`src/tsirq_defs.svh`:
```
// Register offsets, field positions, reset values, operand masks and command codes for the interrupt block.
// Assumes APB byte addressing with one 32-bit word per register.
`ifndef TSIRQ_DEFS_SVH
`define TSIRQ_DEFS_SVH

// ----------------------------------------
// Register byte offsets
// ----------------------------------------
`define TSIRQ_OFS_MAIN_STATUS   12'h000
`define TSIRQ_OFS_MAIN_MASK     12'h004
`define TSIRQ_OFS_ERR1_STATUS   12'h008
`define TSIRQ_OFS_ERR1_MASK     12'h00C
`define TSIRQ_OFS_ERR2_STATUS   12'h010
`define TSIRQ_OFS_ERR2_MASK     12'h014
`define TSIRQ_OFS_GP_STATUS     12'h018
`define TSIRQ_OFS_GP_MASK       12'h01C
`define TSIRQ_OFS_SLOT_VALUE    12'h020
`define TSIRQ_OFS_CONN_CMD      12'h024
`define TSIRQ_OFS_CFG_FIRST     12'h028
`define TSIRQ_OFS_CFG_SECOND    12'h02C
`define TSIRQ_OFS_CONFIG        12'h030

// ----------------------------------------
// Main status bit positions
// ----------------------------------------
`define TSIRQ_BIT_ERR1          0
`define TSIRQ_BIT_ERR2          1
`define TSIRQ_BIT_GP            2
`define TSIRQ_BIT_SLOT          3
`define TSIRQ_BIT_RDY           4
`define TSIRQ_BIT_NOFREE        5
`define TSIRQ_BIT_STREAM        6
`define TSIRQ_BIT_PLL           7

// ----------------------------------------
// Reset values
// ----------------------------------------
`define TSIRQ_RST_MAIN_MASK     8'h1F
`define TSIRQ_RST_SEC_MASK      16'hFF3F
`define TSIRQ_RST_GP_MASK       16'hFFFF

// ----------------------------------------
// Operand masks, bit 8..0: src port, in slot, subch, dst port, out slot, message, gen lo, gen hi, conn
// ----------------------------------------
`define TSIRQ_OPS_NONE          9'h000
`define TSIRQ_OPS_BASIC         9'h1B0
`define TSIRQ_OPS_SUBCH         9'h1F0
`define TSIRQ_OPS_SEND_MSG      9'h038
`define TSIRQ_OPS_STOP_MSG      9'h030
`define TSIRQ_OPS_DUMP          9'h001

// ----------------------------------------
// Command codes (low nibble)
// ----------------------------------------
`define TSIRQ_CC_CONST_CONN     4'h1
`define TSIRQ_CC_MIN_CONN       4'h2
`define TSIRQ_CC_SEND_MSG       4'h3
`define TSIRQ_CC_STOP_MSG       4'h4
`define TSIRQ_CC_DISCONN        4'h5
`define TSIRQ_CC_DISC_BCAST     4'h6
`define TSIRQ_CC_MULTIPOINT     4'h7
`define TSIRQ_CC_DISCONN_ALL    4'h8
`define TSIRQ_CC_BIDIR          4'h9
`define TSIRQ_CC_DUMP           4'hA

`endif

```
`src/tsirq_pkg.sv`:
```
// Types shared by the interrupt block.
// Assumes tsirq_defs.svh is compiled alongside.
package tsirq_pkg;

	typedef enum logic [1:0]
	{
		RDY_IDLE,
		RDY_BUSY,
		RDY_READY
	} tsirq_rdy_state_t;

	typedef logic [8:0] tsirq_ops_t;

endpackage

```
`src/tsirq_top.sv`:
```
// Interrupt aggregation for a time-slot switch, APB register slave.
// Assumes SRST synchronous to SYS_CLK and a single-clock APB master.
`timescale 1ns/10ps
`include "tsirq_defs.svh"

// Summary of operation
// Each secondary status and slot value register has one main summary bit.
// Host reads secondary register first to find cause of interrupt.
// Reading a secondary register clears it and its summary bit.
// Interrupt output is a level held until all unmasked sources serviced.
// New status during a servicing read keeps interrupt asserted.
// Interrupt forced low during any write to main mask register.
// Edge-triggered hosts rewrite main mask at end of service routine.
// First setting of unmasked command-ready raises an interrupt.
// Main status read withdraws ready interrupt; ready flag itself remains.
// No-free-connection, stream-switch, PLL-lock flags never interrupt, no masks.
// No-free-connection flag follows controller's out-of-connections report.
// Stream-switch flag follows configured stream-to-stream connection.
// PLL-lock flag follows PLL locked report.
// Set mask bit blocks its status bit from the interrupt output.
// Secondary masks gate summary bits; only main unmasked bits drive output.
// In 16-bit bus mode one summary bit covers whole first error register.
// Each connection command uses only its defined operand register subset.
// Disconnect-part-of-broadcast with subchannels also uses subchannel register.
// Memory dump uses only the connection register.
// Config commands go via first or second register with own operands.
// Ready cleared on command write, set again when connection established.
// Event coinciding with clearing read wins; bit stays set.
module tsirq_top
(
	// Clock and reset
	input  wire logic        SYS_CLK,
	input  wire logic        SRST,
	// APB slave
	input  wire logic        PSEL,
	input  wire logic        PENABLE,
	input  wire logic        PWRITE,
	input  wire logic [11:0] PADDR,
	input  wire logic [31:0] PWDATA,
	output logic      [31:0] PRDATA,
	output logic             PREADY,
	output logic             PSLVERR,
	// Event sources
	input  wire logic [15:0] ERR1_EVENT,
	input  wire logic [7:0]  ERR2_EVENT,
	input  wire logic [7:0]  GP_EVENT,
	input  wire logic        SLOT_VALUE_NEW,
	input  wire logic [15:0] SLOT_VALUE_IN,
	// Internal controller status
	input  wire logic        CONN_DONE,
	input  wire logic        NO_FREE_CONN,
	input  wire logic        STREAM_SWITCH,
	input  wire logic        PLL_LOCKED,
	// Interrupt request
	output logic             IRQ_OUT,
	// Command issue toward switching core
	output logic             CONN_CMD_STB,
	output logic [7:0]       CONN_CMD_CODE,
	output logic [8:0]       CONN_CMD_OPS,
	output logic             CFG_CMD_STB,
	output logic             CFG_CMD_SECOND,
	output logic [7:0]       CFG_CMD_CODE
);

	// ----------------------------------------
	// Bus decode
	// ----------------------------------------
	logic        wr_acc;
	logic        rd_acc;
	logic        addr_ok;
	logic        rd_main;
	logic        rd_err1;
	logic        rd_err2;
	logic        rd_gp;
	logic        rd_slot;
	logic        wr_main_mask;

	assign wr_acc       = PSEL && PENABLE && PWRITE && PREADY;
	assign rd_acc       = PSEL && PENABLE && !PWRITE && PREADY;
	assign rd_main      = rd_acc && (PADDR == `TSIRQ_OFS_MAIN_STATUS);
	assign rd_err1      = rd_acc && (PADDR == `TSIRQ_OFS_ERR1_STATUS);
	assign rd_err2      = rd_acc && (PADDR == `TSIRQ_OFS_ERR2_STATUS);
	assign rd_gp        = rd_acc && (PADDR == `TSIRQ_OFS_GP_STATUS);
	assign rd_slot      = rd_acc && (PADDR == `TSIRQ_OFS_SLOT_VALUE);
	// Held over whole access, setup included
	assign wr_main_mask = PSEL && PWRITE && (PADDR == `TSIRQ_OFS_MAIN_MASK);
	// Map is one contiguous run of aligned words
	assign addr_ok      = (PADDR[1:0] == 2'b00) && (PADDR <= `TSIRQ_OFS_CONFIG);

	// ----------------------------------------
	// Mask and configuration registers
	// ----------------------------------------
	logic [7:0]  main_irq_mask_reg;
	logic [15:0] err1_mask_reg;
	logic [7:0]  err2_mask_reg;
	logic [7:0]  gp_mask_reg;
	logic        bus16_reg;

	always_ff @(posedge SYS_CLK)
	begin
		if (SRST)
		begin
			main_irq_mask_reg <= `TSIRQ_RST_MAIN_MASK;
			err1_mask_reg     <= `TSIRQ_RST_SEC_MASK;
			err2_mask_reg     <= 8'(`TSIRQ_RST_SEC_MASK >> 8);
			gp_mask_reg       <= 8'(`TSIRQ_RST_GP_MASK >> 8);
			bus16_reg         <= 1'b0;
		end
		else if (wr_acc)
		begin
			case (PADDR)
				`TSIRQ_OFS_MAIN_MASK: main_irq_mask_reg <= {3'h0, PWDATA[4:0]};
				`TSIRQ_OFS_ERR1_MASK: err1_mask_reg     <= PWDATA[15:0];
				`TSIRQ_OFS_ERR2_MASK: err2_mask_reg     <= PWDATA[7:0];
				`TSIRQ_OFS_GP_MASK:   gp_mask_reg       <= PWDATA[7:0];
				`TSIRQ_OFS_CONFIG:    bus16_reg         <= PWDATA[0];
				default: ;
			endcase
		end
	end

	// ----------------------------------------
	// Secondary status registers
	// ----------------------------------------
	logic [15:0] err1_status_reg;
	logic [7:0]  err2_status_reg;
	logic [7:0]  gp_status_reg;
	logic [15:0] slot_value_reg;
	logic        slot_new_reg;

	always_ff @(posedge SYS_CLK)
	begin
		if (SRST)
		begin
			err1_status_reg <= 16'h0000;
			err2_status_reg <= 8'h00;
			gp_status_reg   <= 8'h00;
			slot_value_reg  <= 16'h0000;
			slot_new_reg    <= 1'b0;
		end
		else
		begin
			// Clear on read, new event wins
			err1_status_reg <= (rd_err1 ? 16'h0000 : err1_status_reg) | ERR1_EVENT;
			err2_status_reg <= (rd_err2 ? 8'h00 : err2_status_reg) | ERR2_EVENT;
			gp_status_reg   <= (rd_gp ? 8'h00 : gp_status_reg) | GP_EVENT;
			slot_new_reg    <= (rd_slot ? 1'b0 : slot_new_reg) | SLOT_VALUE_NEW;
			if (SLOT_VALUE_NEW)
				slot_value_reg <= SLOT_VALUE_IN;
		end
	end

	// ----------------------------------------
	// Summary bits
	// ----------------------------------------
	logic [15:0] err1_active;
	logic        err1_sum_hi;
	logic        err1_sum_lo;
	logic        err1_summary;
	logic        err2_summary;
	logic        gp_summary;
	logic        slot_value_summary;

	assign err1_active        = err1_status_reg & ~err1_mask_reg;
	assign err1_sum_lo        = |err1_active[7:0];
	assign err1_sum_hi        = |err1_active[15:8];
	// 16-bit bus: whole register on one bit; 8-bit: low byte only, high on ERR2
	assign err1_summary       = bus16_reg ? (err1_sum_lo | err1_sum_hi) : err1_sum_lo;
	assign err2_summary       = (|(err2_status_reg & ~err2_mask_reg)) | (!bus16_reg && err1_sum_hi);
	assign gp_summary         = |(gp_status_reg & ~gp_mask_reg);
	assign slot_value_summary = slot_new_reg;

	// ----------------------------------------
	// Command-ready flag and its interrupt
	// ----------------------------------------
	tsirq_pkg::tsirq_rdy_state_t rdy_state_reg;
	logic                        rdy_pend_reg;
	logic                        conn_wr;
	logic                        rdy_flag;

	assign conn_wr  = wr_acc && (PADDR == `TSIRQ_OFS_CONN_CMD);
	assign rdy_flag = (rdy_state_reg == tsirq_pkg::RDY_READY);

	always_ff @(posedge SYS_CLK)
	begin
		if (SRST)
			rdy_state_reg <= tsirq_pkg::RDY_IDLE;
		else
		begin
			case (rdy_state_reg)
				tsirq_pkg::RDY_IDLE:  rdy_state_reg <= tsirq_pkg::RDY_READY;
				tsirq_pkg::RDY_READY: if (conn_wr) rdy_state_reg <= tsirq_pkg::RDY_BUSY;
				tsirq_pkg::RDY_BUSY:  if (CONN_DONE) rdy_state_reg <= tsirq_pkg::RDY_READY;
				default:              rdy_state_reg <= tsirq_pkg::RDY_IDLE;
			endcase
		end
	end

	// Pending on rising ready; withdrawn by main status read, rise wins
	always_ff @(posedge SYS_CLK)
	begin
		if (SRST)
			rdy_pend_reg <= 1'b0;
		else if (rdy_state_reg == tsirq_pkg::RDY_IDLE || (rdy_state_reg == tsirq_pkg::RDY_BUSY && CONN_DONE))
			rdy_pend_reg <= 1'b1;
		else if (rd_main)
			rdy_pend_reg <= 1'b0;
	end

	// ----------------------------------------
	// Indication flags, never interrupting
	// ----------------------------------------
	logic no_free_conn_flag;
	logic stream_switch_flag;
	logic pll_lock_flag;

	always_ff @(posedge SYS_CLK)
	begin
		if (SRST)
		begin
			no_free_conn_flag  <= 1'b0;
			stream_switch_flag <= 1'b0;
			pll_lock_flag      <= 1'b0;
		end
		else
		begin
			no_free_conn_flag  <= NO_FREE_CONN;
			stream_switch_flag <= STREAM_SWITCH;
			pll_lock_flag      <= PLL_LOCKED;
		end
	end

	// ----------------------------------------
	// Main status and interrupt output
	// ----------------------------------------
	logic [7:0] main_irq_status;
	logic [4:0] irq_src;

	assign main_irq_status = {pll_lock_flag, stream_switch_flag, no_free_conn_flag, rdy_flag,
		slot_value_summary, gp_summary, err2_summary, err1_summary};
	assign irq_src = {rdy_pend_reg, slot_value_summary, gp_summary, err2_summary, err1_summary};

	always_ff @(posedge SYS_CLK)
	begin
		if (SRST)
			IRQ_OUT <= 1'b0;
		else if (wr_main_mask)
			IRQ_OUT <= 1'b0;
		else
			IRQ_OUT <= |(irq_src & ~main_irq_mask_reg[4:0]);
	end

	// ----------------------------------------
	// Command issue
	// ----------------------------------------
	function automatic tsirq_pkg::tsirq_ops_t conn_ops(input logic [7:0] cmd);
		case (cmd[3:0])
			`TSIRQ_CC_CONST_CONN, `TSIRQ_CC_DISC_BCAST:
				conn_ops = (cmd[7:4] != 4'h0) ? `TSIRQ_OPS_SUBCH : `TSIRQ_OPS_BASIC;
			`TSIRQ_CC_MIN_CONN, `TSIRQ_CC_MULTIPOINT, `TSIRQ_CC_BIDIR, `TSIRQ_CC_DISCONN:
				conn_ops = `TSIRQ_OPS_BASIC;
			`TSIRQ_CC_SEND_MSG:   conn_ops = `TSIRQ_OPS_SEND_MSG;
			`TSIRQ_CC_STOP_MSG:   conn_ops = `TSIRQ_OPS_STOP_MSG;
			`TSIRQ_CC_DISCONN_ALL: conn_ops = `TSIRQ_OPS_NONE;
			`TSIRQ_CC_DUMP:       conn_ops = `TSIRQ_OPS_DUMP;
			default:              conn_ops = `TSIRQ_OPS_NONE;
		endcase
	endfunction

	always_ff @(posedge SYS_CLK)
	begin
		if (SRST)
		begin
			CONN_CMD_STB   <= 1'b0;
			CONN_CMD_CODE  <= 8'h00;
			CONN_CMD_OPS   <= 9'h000;
			CFG_CMD_STB    <= 1'b0;
			CFG_CMD_SECOND <= 1'b0;
			CFG_CMD_CODE   <= 8'h00;
		end
		else
		begin
			CONN_CMD_STB <= conn_wr && rdy_flag;
			if (conn_wr && rdy_flag)
			begin
				CONN_CMD_CODE <= PWDATA[7:0];
				CONN_CMD_OPS  <= conn_ops(PWDATA[7:0]);
			end
			CFG_CMD_STB <= wr_acc && (PADDR == `TSIRQ_OFS_CFG_FIRST || PADDR == `TSIRQ_OFS_CFG_SECOND);
			if (wr_acc && (PADDR == `TSIRQ_OFS_CFG_FIRST || PADDR == `TSIRQ_OFS_CFG_SECOND))
			begin
				CFG_CMD_SECOND <= (PADDR == `TSIRQ_OFS_CFG_SECOND);
				CFG_CMD_CODE   <= PWDATA[7:0];
			end
		end
	end

	// ----------------------------------------
	// APB answer
	// ----------------------------------------
	always_ff @(posedge SYS_CLK)
	begin
		if (SRST)
		begin
			PREADY  <= 1'b0;
			PSLVERR <= 1'b0;
			PRDATA  <= 32'h0000_0000;
		end
		else
		begin
			PREADY  <= PSEL && !PENABLE;
			PSLVERR <= PSEL && !PENABLE && !addr_ok;
			if (PSEL && !PENABLE && !PWRITE)
			begin
				case (PADDR)
					`TSIRQ_OFS_MAIN_STATUS: PRDATA <= {24'h00_0000, main_irq_status};
					`TSIRQ_OFS_MAIN_MASK:   PRDATA <= {24'h00_0000, main_irq_mask_reg};
					`TSIRQ_OFS_ERR1_STATUS: PRDATA <= {16'h0000, err1_status_reg};
					`TSIRQ_OFS_ERR1_MASK:   PRDATA <= {16'h0000, err1_mask_reg};
					`TSIRQ_OFS_ERR2_STATUS: PRDATA <= {24'h00_0000, err2_status_reg};
					`TSIRQ_OFS_ERR2_MASK:   PRDATA <= {24'h00_0000, err2_mask_reg};
					`TSIRQ_OFS_GP_STATUS:   PRDATA <= {24'h00_0000, gp_status_reg};
					`TSIRQ_OFS_GP_MASK:     PRDATA <= {24'h00_0000, gp_mask_reg};
					`TSIRQ_OFS_SLOT_VALUE:  PRDATA <= {16'h0000, slot_value_reg};
					`TSIRQ_OFS_CONN_CMD:    PRDATA <= {24'h00_0000, CONN_CMD_CODE};
					`TSIRQ_OFS_CONFIG:      PRDATA <= {31'h0000_0000, bus16_reg};
					default:                PRDATA <= 32'h0000_0000;
				endcase
			end
		end
	end

	// ----------------------------------------
	// Checks
	// ----------------------------------------
	chk_mask_write_quiet: assert property (@(posedge SYS_CLK) disable iff (SRST)
		wr_main_mask |=> !IRQ_OUT)
		else $error("Interrupt active after main mask write cycle");
	chk_irq_follows_src: assert property (@(posedge SYS_CLK) disable iff (SRST)
		(!wr_main_mask && |(irq_src & ~main_irq_mask_reg[4:0])) |=> IRQ_OUT)
		else $error("Unmasked source pending but interrupt low");
	chk_masked_no_irq: assert property (@(posedge SYS_CLK) disable iff (SRST)
		(irq_src & ~main_irq_mask_reg[4:0]) == 5'h00 |=> !IRQ_OUT)
		else $error("Interrupt without unmasked source");
	chk_err1_read_clear: assert property (@(posedge SYS_CLK) disable iff (SRST)
		(rd_err1 && ERR1_EVENT == 16'h0000) |=> err1_status_reg == 16'h0000)
		else $error("Error status not cleared by read");
	chk_event_wins_clear: assert property (@(posedge SYS_CLK) disable iff (SRST)
		(rd_gp && GP_EVENT != 8'h00) |=> (gp_status_reg == $past(GP_EVENT)))
		else $error("Event lost on clearing read");
	chk_ready_withdraw: assert property (@(posedge SYS_CLK) disable iff (SRST)
		(rd_main && rdy_flag && !CONN_DONE) |=> (!rdy_pend_reg && rdy_flag))
		else $error("Ready interrupt not withdrawn or flag lost");
	chk_ready_cycle: assert property (@(posedge SYS_CLK) disable iff (SRST)
		(conn_wr && rdy_flag) |=> !rdy_flag ##0 CONN_CMD_STB)
		else $error("Ready not cleared by command write");
	chk_flags_track: assert property (@(posedge SYS_CLK) disable iff (SRST)
		PLL_LOCKED |=> main_irq_status[`TSIRQ_BIT_PLL])
		else $error("PLL lock flag not set");
	chk_dump_ops: assert property (@(posedge SYS_CLK) disable iff (SRST)
		(conn_wr && rdy_flag && PWDATA[3:0] == `TSIRQ_CC_DUMP) |=> CONN_CMD_OPS == `TSIRQ_OPS_DUMP)
		else $error("Dump command operands wrong");

	cov_err_service: cover property (@(posedge SYS_CLK) disable iff (SRST) IRQ_OUT ##1 rd_err1 ##[1:3] !IRQ_OUT);
	cov_mask_rewrite: cover property (@(posedge SYS_CLK) disable iff (SRST) IRQ_OUT ##1 wr_main_mask ##[1:4] IRQ_OUT);
	cov_ready_cycle: cover property (@(posedge SYS_CLK) disable iff (SRST) conn_wr ##[1:20] CONN_DONE);

endmodule

```
`config.mk`:
```
export PLATFORM = sky130hd
export DESIGN_NAME = tsirq_top
export DESIGN_NICKNAME = d
export VERILOG_FILES = /design/src/tsirq_pkg.sv /design/src/tsirq_top.sv
export VERILOG_INCLUDE_DIRS = /design/src
export SDC_FILE = /design/constraint.sdc
export NUM_CORES = 1
export LEC_CHECK = 0
export ABC_CLOCK_PERIOD_IN_PS = 2850
export BUFFER_PORTS_ARGS = -buffer_cell sky130_fd_sc_hd__buf_2
export CORE_MARGIN = 5
export CORE_UTILIZATION = 55
export CTS_BUF_LIST = sky130_fd_sc_hd__clkbuf_4
export DETAILED_ROUTE_END_ITERATION = 10
export GPL_TIMING_DRIVEN = 0
export PLACE_DENSITY = 0.88
export REMOVE_ABC_BUFFERS = 1
export SYNTH_ARGS = -nofsm -noshare
export SYNTH_HDL_FRONTEND = slang
export SYNTH_SLANG_ARGS = --single-unit
```
`constraint.sdc`:
```
create_clock -name SYS_CLK -period 2.85 [get_ports SYS_CLK]
set_input_delay 0.285 -clock SYS_CLK [delete_from_list [all_inputs] [get_ports SYS_CLK]]
set_output_delay 0.285 -clock SYS_CLK [all_outputs]
set_load 0.05 [all_outputs]
```
==> run_summary.xml <==
<?xml version="1.0" encoding="UTF-8"?>
<metrics>
  <group name="status">
    <metric name="run_status" unit="">complete, no violations</metric>
  </group>
  <group name="global_routing">
    <metric name="grt_pass1_vias" unit="">5868</metric>
    <metric name="grt.total_usage" unit="">0.284</metric>
    <metric name="antenna_violations_before_repair" unit="">1</metric>
    <metric name="leftover_overflow_at_the_end_of_global_routing" unit="">0</metric>
    <metric name="first_pass_grt_wire_length" unit="microns">29800</metric>
    <metric name="grt_max_degree" unit="">74</metric>
  </group>
  <group name="yosys">
    <metric name="async_reset_ff_frac" unit="">0</metric>
    <metric name="yosysSeqAreaShare" unit="">0.439</metric>
    <metric name="post_synth_cell_types" unit="">61</metric>
    <metric name="synth.yosys.warnings" unit="">0</metric>
    <metric name="synth_common_cells" unit="">sky130_fd_sc_hd__dfxtp_1, sky130_fd_sc_hd__nand2_1, sky130_fd_sc_hd__nor2_1, sky130_fd_sc_hd__a21oi_1, sky130_fd_sc_hd__inv_1</metric>
    <metric name="netlist_top_cells_area" unit="">sky130_fd_sc_hd__dfxtp_1, sky130_fd_sc_hd__nand2_1, sky130_fd_sc_hd__a21oi_1, sky130_fd_sc_hd__mux2i_1, sky130_fd_sc_hd__nor2_1</metric>
    <metric name="yosysTopAreaCellShare" unit="">0.439</metric>
    <metric name="post_synth_edffs" unit="">0</metric>
    <metric name="syn_inst" unit="">750</metric>
    <metric name="synth_area_leader_cell" unit="">sky130_fd_sc_hd__dfxtp_1</metric>
    <metric name="most_common_cell_in_the_synthesized_netlist" unit="">sky130_fd_sc_hd__dfxtp_1</metric>
    <metric name="most_instantiated_flip_flop_cell_in_the_synthesis_netlist" unit="">sky130_fd_sc_hd__dfxtp_1</metric>
    <metric name="synth.cell_area" unit="sq um">6200</metric>
    <metric name="postSynthRegisterBits" unit="">136</metric>
    <metric name="synthesis.area_per_instance" unit="sq um">8.26</metric>
  </group>
  <group name="place">
    <metric name="placedCellCount" unit="">975</metric>
    <metric name="place_congestion" unit="">1.00</metric>
    <metric name="detailed_placer_s_ending_hpwl" unit="microns">13000</metric>
    <metric name="place.port_buffers" unit="">130</metric>
  </group>
  <group name="hold_path">
    <metric name="hold_path_class" unit="">in2reg</metric>
    <metric name="hold_path.startpoint" unit="">SLOT_VALUE_IN[2]</metric>
    <metric name="whs_path_depth" unit="">3</metric>
    <metric name="whs_endpoint" unit="">slot_value_reg[2]$_SDFFE_PP0P_</metric>
  </group>
  <group name="die">
    <metric name="die_x" unit="microns">116</metric>
    <metric name="die-area" unit="sq um">13500</metric>
    <metric name="io-pin-count" unit="">165</metric>
    <metric name="initial_core_util" unit="">0.567</metric>
    <metric name="fp-row-count" unit="">38</metric>
    <metric name="design.core.area" unit="sq um">10900</metric>
    <metric name="chipHeight" unit="microns">116</metric>
  </group>
  <group name="drt">
    <metric name="firstDrtPassIters" unit="">7</metric>
    <metric name="dr_wl_met3" unit="microns">1880</metric>
    <metric name="drt-total-wl" unit="microns">19100</metric>
    <metric name="first_iter_violations" unit="">697</metric>
    <metric name="maxUsedRoutingLayer" unit="">met4</metric>
    <metric name="vias" unit="">6204</metric>
    <metric name="number_of_nets_with_antenna_violations_after_detailed_routing" unit="">0</metric>
    <metric name="met2_wirelength" unit="microns">9120</metric>
    <metric name="vias_per_cell" unit="">5.82</metric>
    <metric name="remaining_drc_errors" unit="">0</metric>
    <metric name="drt-wirelength-per-cell" unit="microns">17.9</metric>
    <metric name="wl_on_met1" unit="microns">7370</metric>
  </group>
  <group name="timing">
    <metric name="hold_viol" unit="">0</metric>
    <metric name="layout_worst_path_cycle_share" unit="">0.951</metric>
    <metric name="tns" unit="ns">0</metric>
    <metric name="max_slew.worst_pin.slew" unit="ns">1.16</metric>
    <metric name="maxClockFrequency" unit="MHz">369</metric>
    <metric name="fin_worst_skew" unit="ns">0.0218</metric>
    <metric name="setup_repair_after_global_routing_missed_its_margin" unit="">false</metric>
    <metric name="finalCriticalPeriod" unit="ns">2.71</metric>
    <metric name="report.final.setup_viol" unit="">0</metric>
    <metric name="slew-limit-headroom" unit="">0.218</metric>
    <metric name="maxSlewViolCount" unit="">0</metric>
  </group>
  <group name="clock_tree">
    <metric name="clockRootBuffer" unit="">sky130_fd_sc_hd__clkbuf_4</metric>
    <metric name="clock_sinks" unit="">136</metric>
    <metric name="max-clock-path-buffers" unit="">2</metric>
    <metric name="cts-buffers-inserted" unit="">17</metric>
    <metric name="clock_insertion_delay_worst_skew" unit="ns">0.53</metric>
    <metric name="post-cts-setup-buffers" unit="">0</metric>
    <metric name="cts.clk_slew.worst_paths" unit="ns">0.12</metric>
    <metric name="cts-htree-levels" unit="">4</metric>
    <metric name="clock_tree_from_tritoncts" unit="">done</metric>
  </group>
  <group name="layout">
    <metric name="final_util" unit="">0.700</metric>
    <metric name="layout.cells.non_filler" unit="">1066</metric>
    <metric name="drive_gt1_frac" unit="">0.196</metric>
    <metric name="flow.area_growth_from_synthesis" unit="%">23.5</metric>
    <metric name="final_nets" unit="">1012</metric>
  </group>
  <group name="setup_path">
    <metric name="timing.critical_path.slowest_stage_cell" unit="">sky130_fd_sc_hd__nor4b_2</metric>
    <metric name="worst_setup_path_end_kind" unit="">flip-flop</metric>
    <metric name="critPathLaunch" unit="">PADDR[2]</metric>
    <metric name="worst-r2r-setup-slack" unit="ns">0.71</metric>
    <metric name="critPathMaxStageDelay" unit="ns">0.89</metric>
    <metric name="criticalPathCategory" unit="">in2reg</metric>
    <metric name="critPathMaxFanout" unit="">54</metric>
    <metric name="rr_worst_depth" unit="">5</metric>
    <metric name="worst-endpoint-arrival" unit="ns">3.09</metric>
    <metric name="rr_endpoint" unit="">CONN_CMD_CODE[3]$_SDFFE_PP0P_</metric>
    <metric name="critical_path.reg2reg.startpoint" unit="">PREADY$_SDFF_PP0_</metric>
    <metric name="worstPathCellList" unit="">clkbuf_4, nor4b_2, and2_0, nand3_1, nand2_1, a21oi_1</metric>
    <metric name="required_arrival_time_at_the_worst_endpoint" unit="ns">3.23</metric>
    <metric name="start_kind" unit="">input port</metric>
  </group>
  <group name="pwr">
    <metric name="worst_ir_drop_vdd" unit="uV">380</metric>
    <metric name="fin_total_pwr" unit="mW">3.76</metric>
    <metric name="pwr_density_cell" unit="nW/um^2">491</metric>
    <metric name="power.leakage" unit="nW">3.33</metric>
  </group>
  <group name="job">
    <metric name="drv_cap" unit="">0</metric>
  </group>
</metrics>
-- per-layer routing --
metal / track usage / vias up
met5: 0 / -
met4: 0.118 / 0
met3: 0.0725 / 88
met2: 0.465 / 364
met1: 0.359 / 2855
li1: - / 2897
-- repair_timing --
action	CTS	global route
hold endpoints to repair	56	0
endpoints found under the setup margin	0	19
gates resized for setup	0	1
hold buffers	56	0
-- cells in the final DEF, fill, tap and decap left out, types with 4 or more instances in the layout --
master and count:
sky130_fd_sc_hd__dfxtp_1 136, sky130_fd_sc_hd__buf_2 128, sky130_fd_sc_hd__nand2_1 112, sky130_fd_sc_hd__nor2_1 85, sky130_fd_sc_hd__a21oi_1 75, sky130_fd_sc_hd__dlygate4sd3_1 56, sky130_fd_sc_hd__inv_1 35, sky130_fd_sc_hd__mux2i_1 33
sky130_fd_sc_hd__o21ai_0 27, sky130_fd_sc_hd__nor2b_1 22, sky130_fd_sc_hd__a211o_1 20, sky130_fd_sc_hd__conb_1 18, sky130_fd_sc_hd__clkbuf_4 18, sky130_fd_sc_hd__nand3b_1 17, sky130_fd_sc_hd__o22ai_1 13, sky130_fd_sc_hd__nand3_1 9
sky130_fd_sc_hd__nor4_1 6, sky130_fd_sc_hd__nor3_1 6, sky130_fd_sc_hd__mux2_2 5, sky130_fd_sc_hd__and3_1 5, sky130_fd_sc_hd__nand2b_1 5, sky130_fd_sc_hd__a32oi_1 5, sky130_fd_sc_hd__nand4_1 5, sky130_fd_sc_hd__a221oi_1 4
sky130_fd_sc_hd__a311oi_1 4, sky130_fd_sc_hd__or4_1 4, sky130_fd_sc_hd__clkinv_4 4
-- through the flow --
step                hold slack (ns)  worst slack, ns  cell area (sq um)
global route               0.000468            0.101               7650
floorplan                     0.354            0.367               5910
CTS                         0.00131            0.110               7650
detailed placement            0.441           -0.444               6780
finish                       0.0333            0.141               7660
global placement              0.435            -1.10               6740
-- how the worst max path moves through the flow --
stage                     slack (ns)                            end  cells after the start
after global routing            0.10   CONN_CMD_OPS[0]$_SDFFE_PP0P_                      6
after floorplan                 0.37         PRDATA[1]$_SDFFE_PP0P_                      5
final                           0.14  CONN_CMD_CODE[3]$_SDFFE_PP0P_                      6
after global placement         -1.10         PRDATA[1]$_SDFFE_PP0P_                      6
after CTS                       0.11  CONN_CMD_CODE[3]$_SDFFE_PP0P_                      6
after detailed placement       -0.44  CONN_CMD_CODE[3]$_SDFFE_PP0P_                      6
-- cells by family (layout without fill, tap and decap cells) --
logic type	count (synthesis)	count (layout)	share of synthesized area
buffers and inverters	99	255	0.0775
other	1	21	0.000605
multiplexers	40	40	0.0696
AO/OA/AOI/OAI	174	174	0.178
flip-flops	136	136	0.439
AND/OR/NAND/NOR	300	300	0.235
-- power breakdown --
group          switching [mW]  total, mW  leakage, nW  internal [mW]
Clock                   0.723       1.34        0.162          0.613
Sequential             0.0347       1.99         1.11           1.95
Combinational           0.261      0.439         2.05          0.178
-- final cells by class --
class	instances	area, sq um
Antenna cell	3	7.51
Clock buffer	17	128
Clock inverter	15	176
Fill cell	856	3280
Inverter	35	131
Multi-Input combinational cell	532	3070
Sequential cell	136	2720
Tap cell	140	175
Timing Repair Buffer	188	1250
-- worst max-delay path: cells and delay by family --
kind	cells	cell delay (ns)
buffers and inverters	1	0.53
AOI/OAI and AO/OA	1	0.09
and+or+nand+nor	4	2.13
Power figures use the tool's default switching activity.
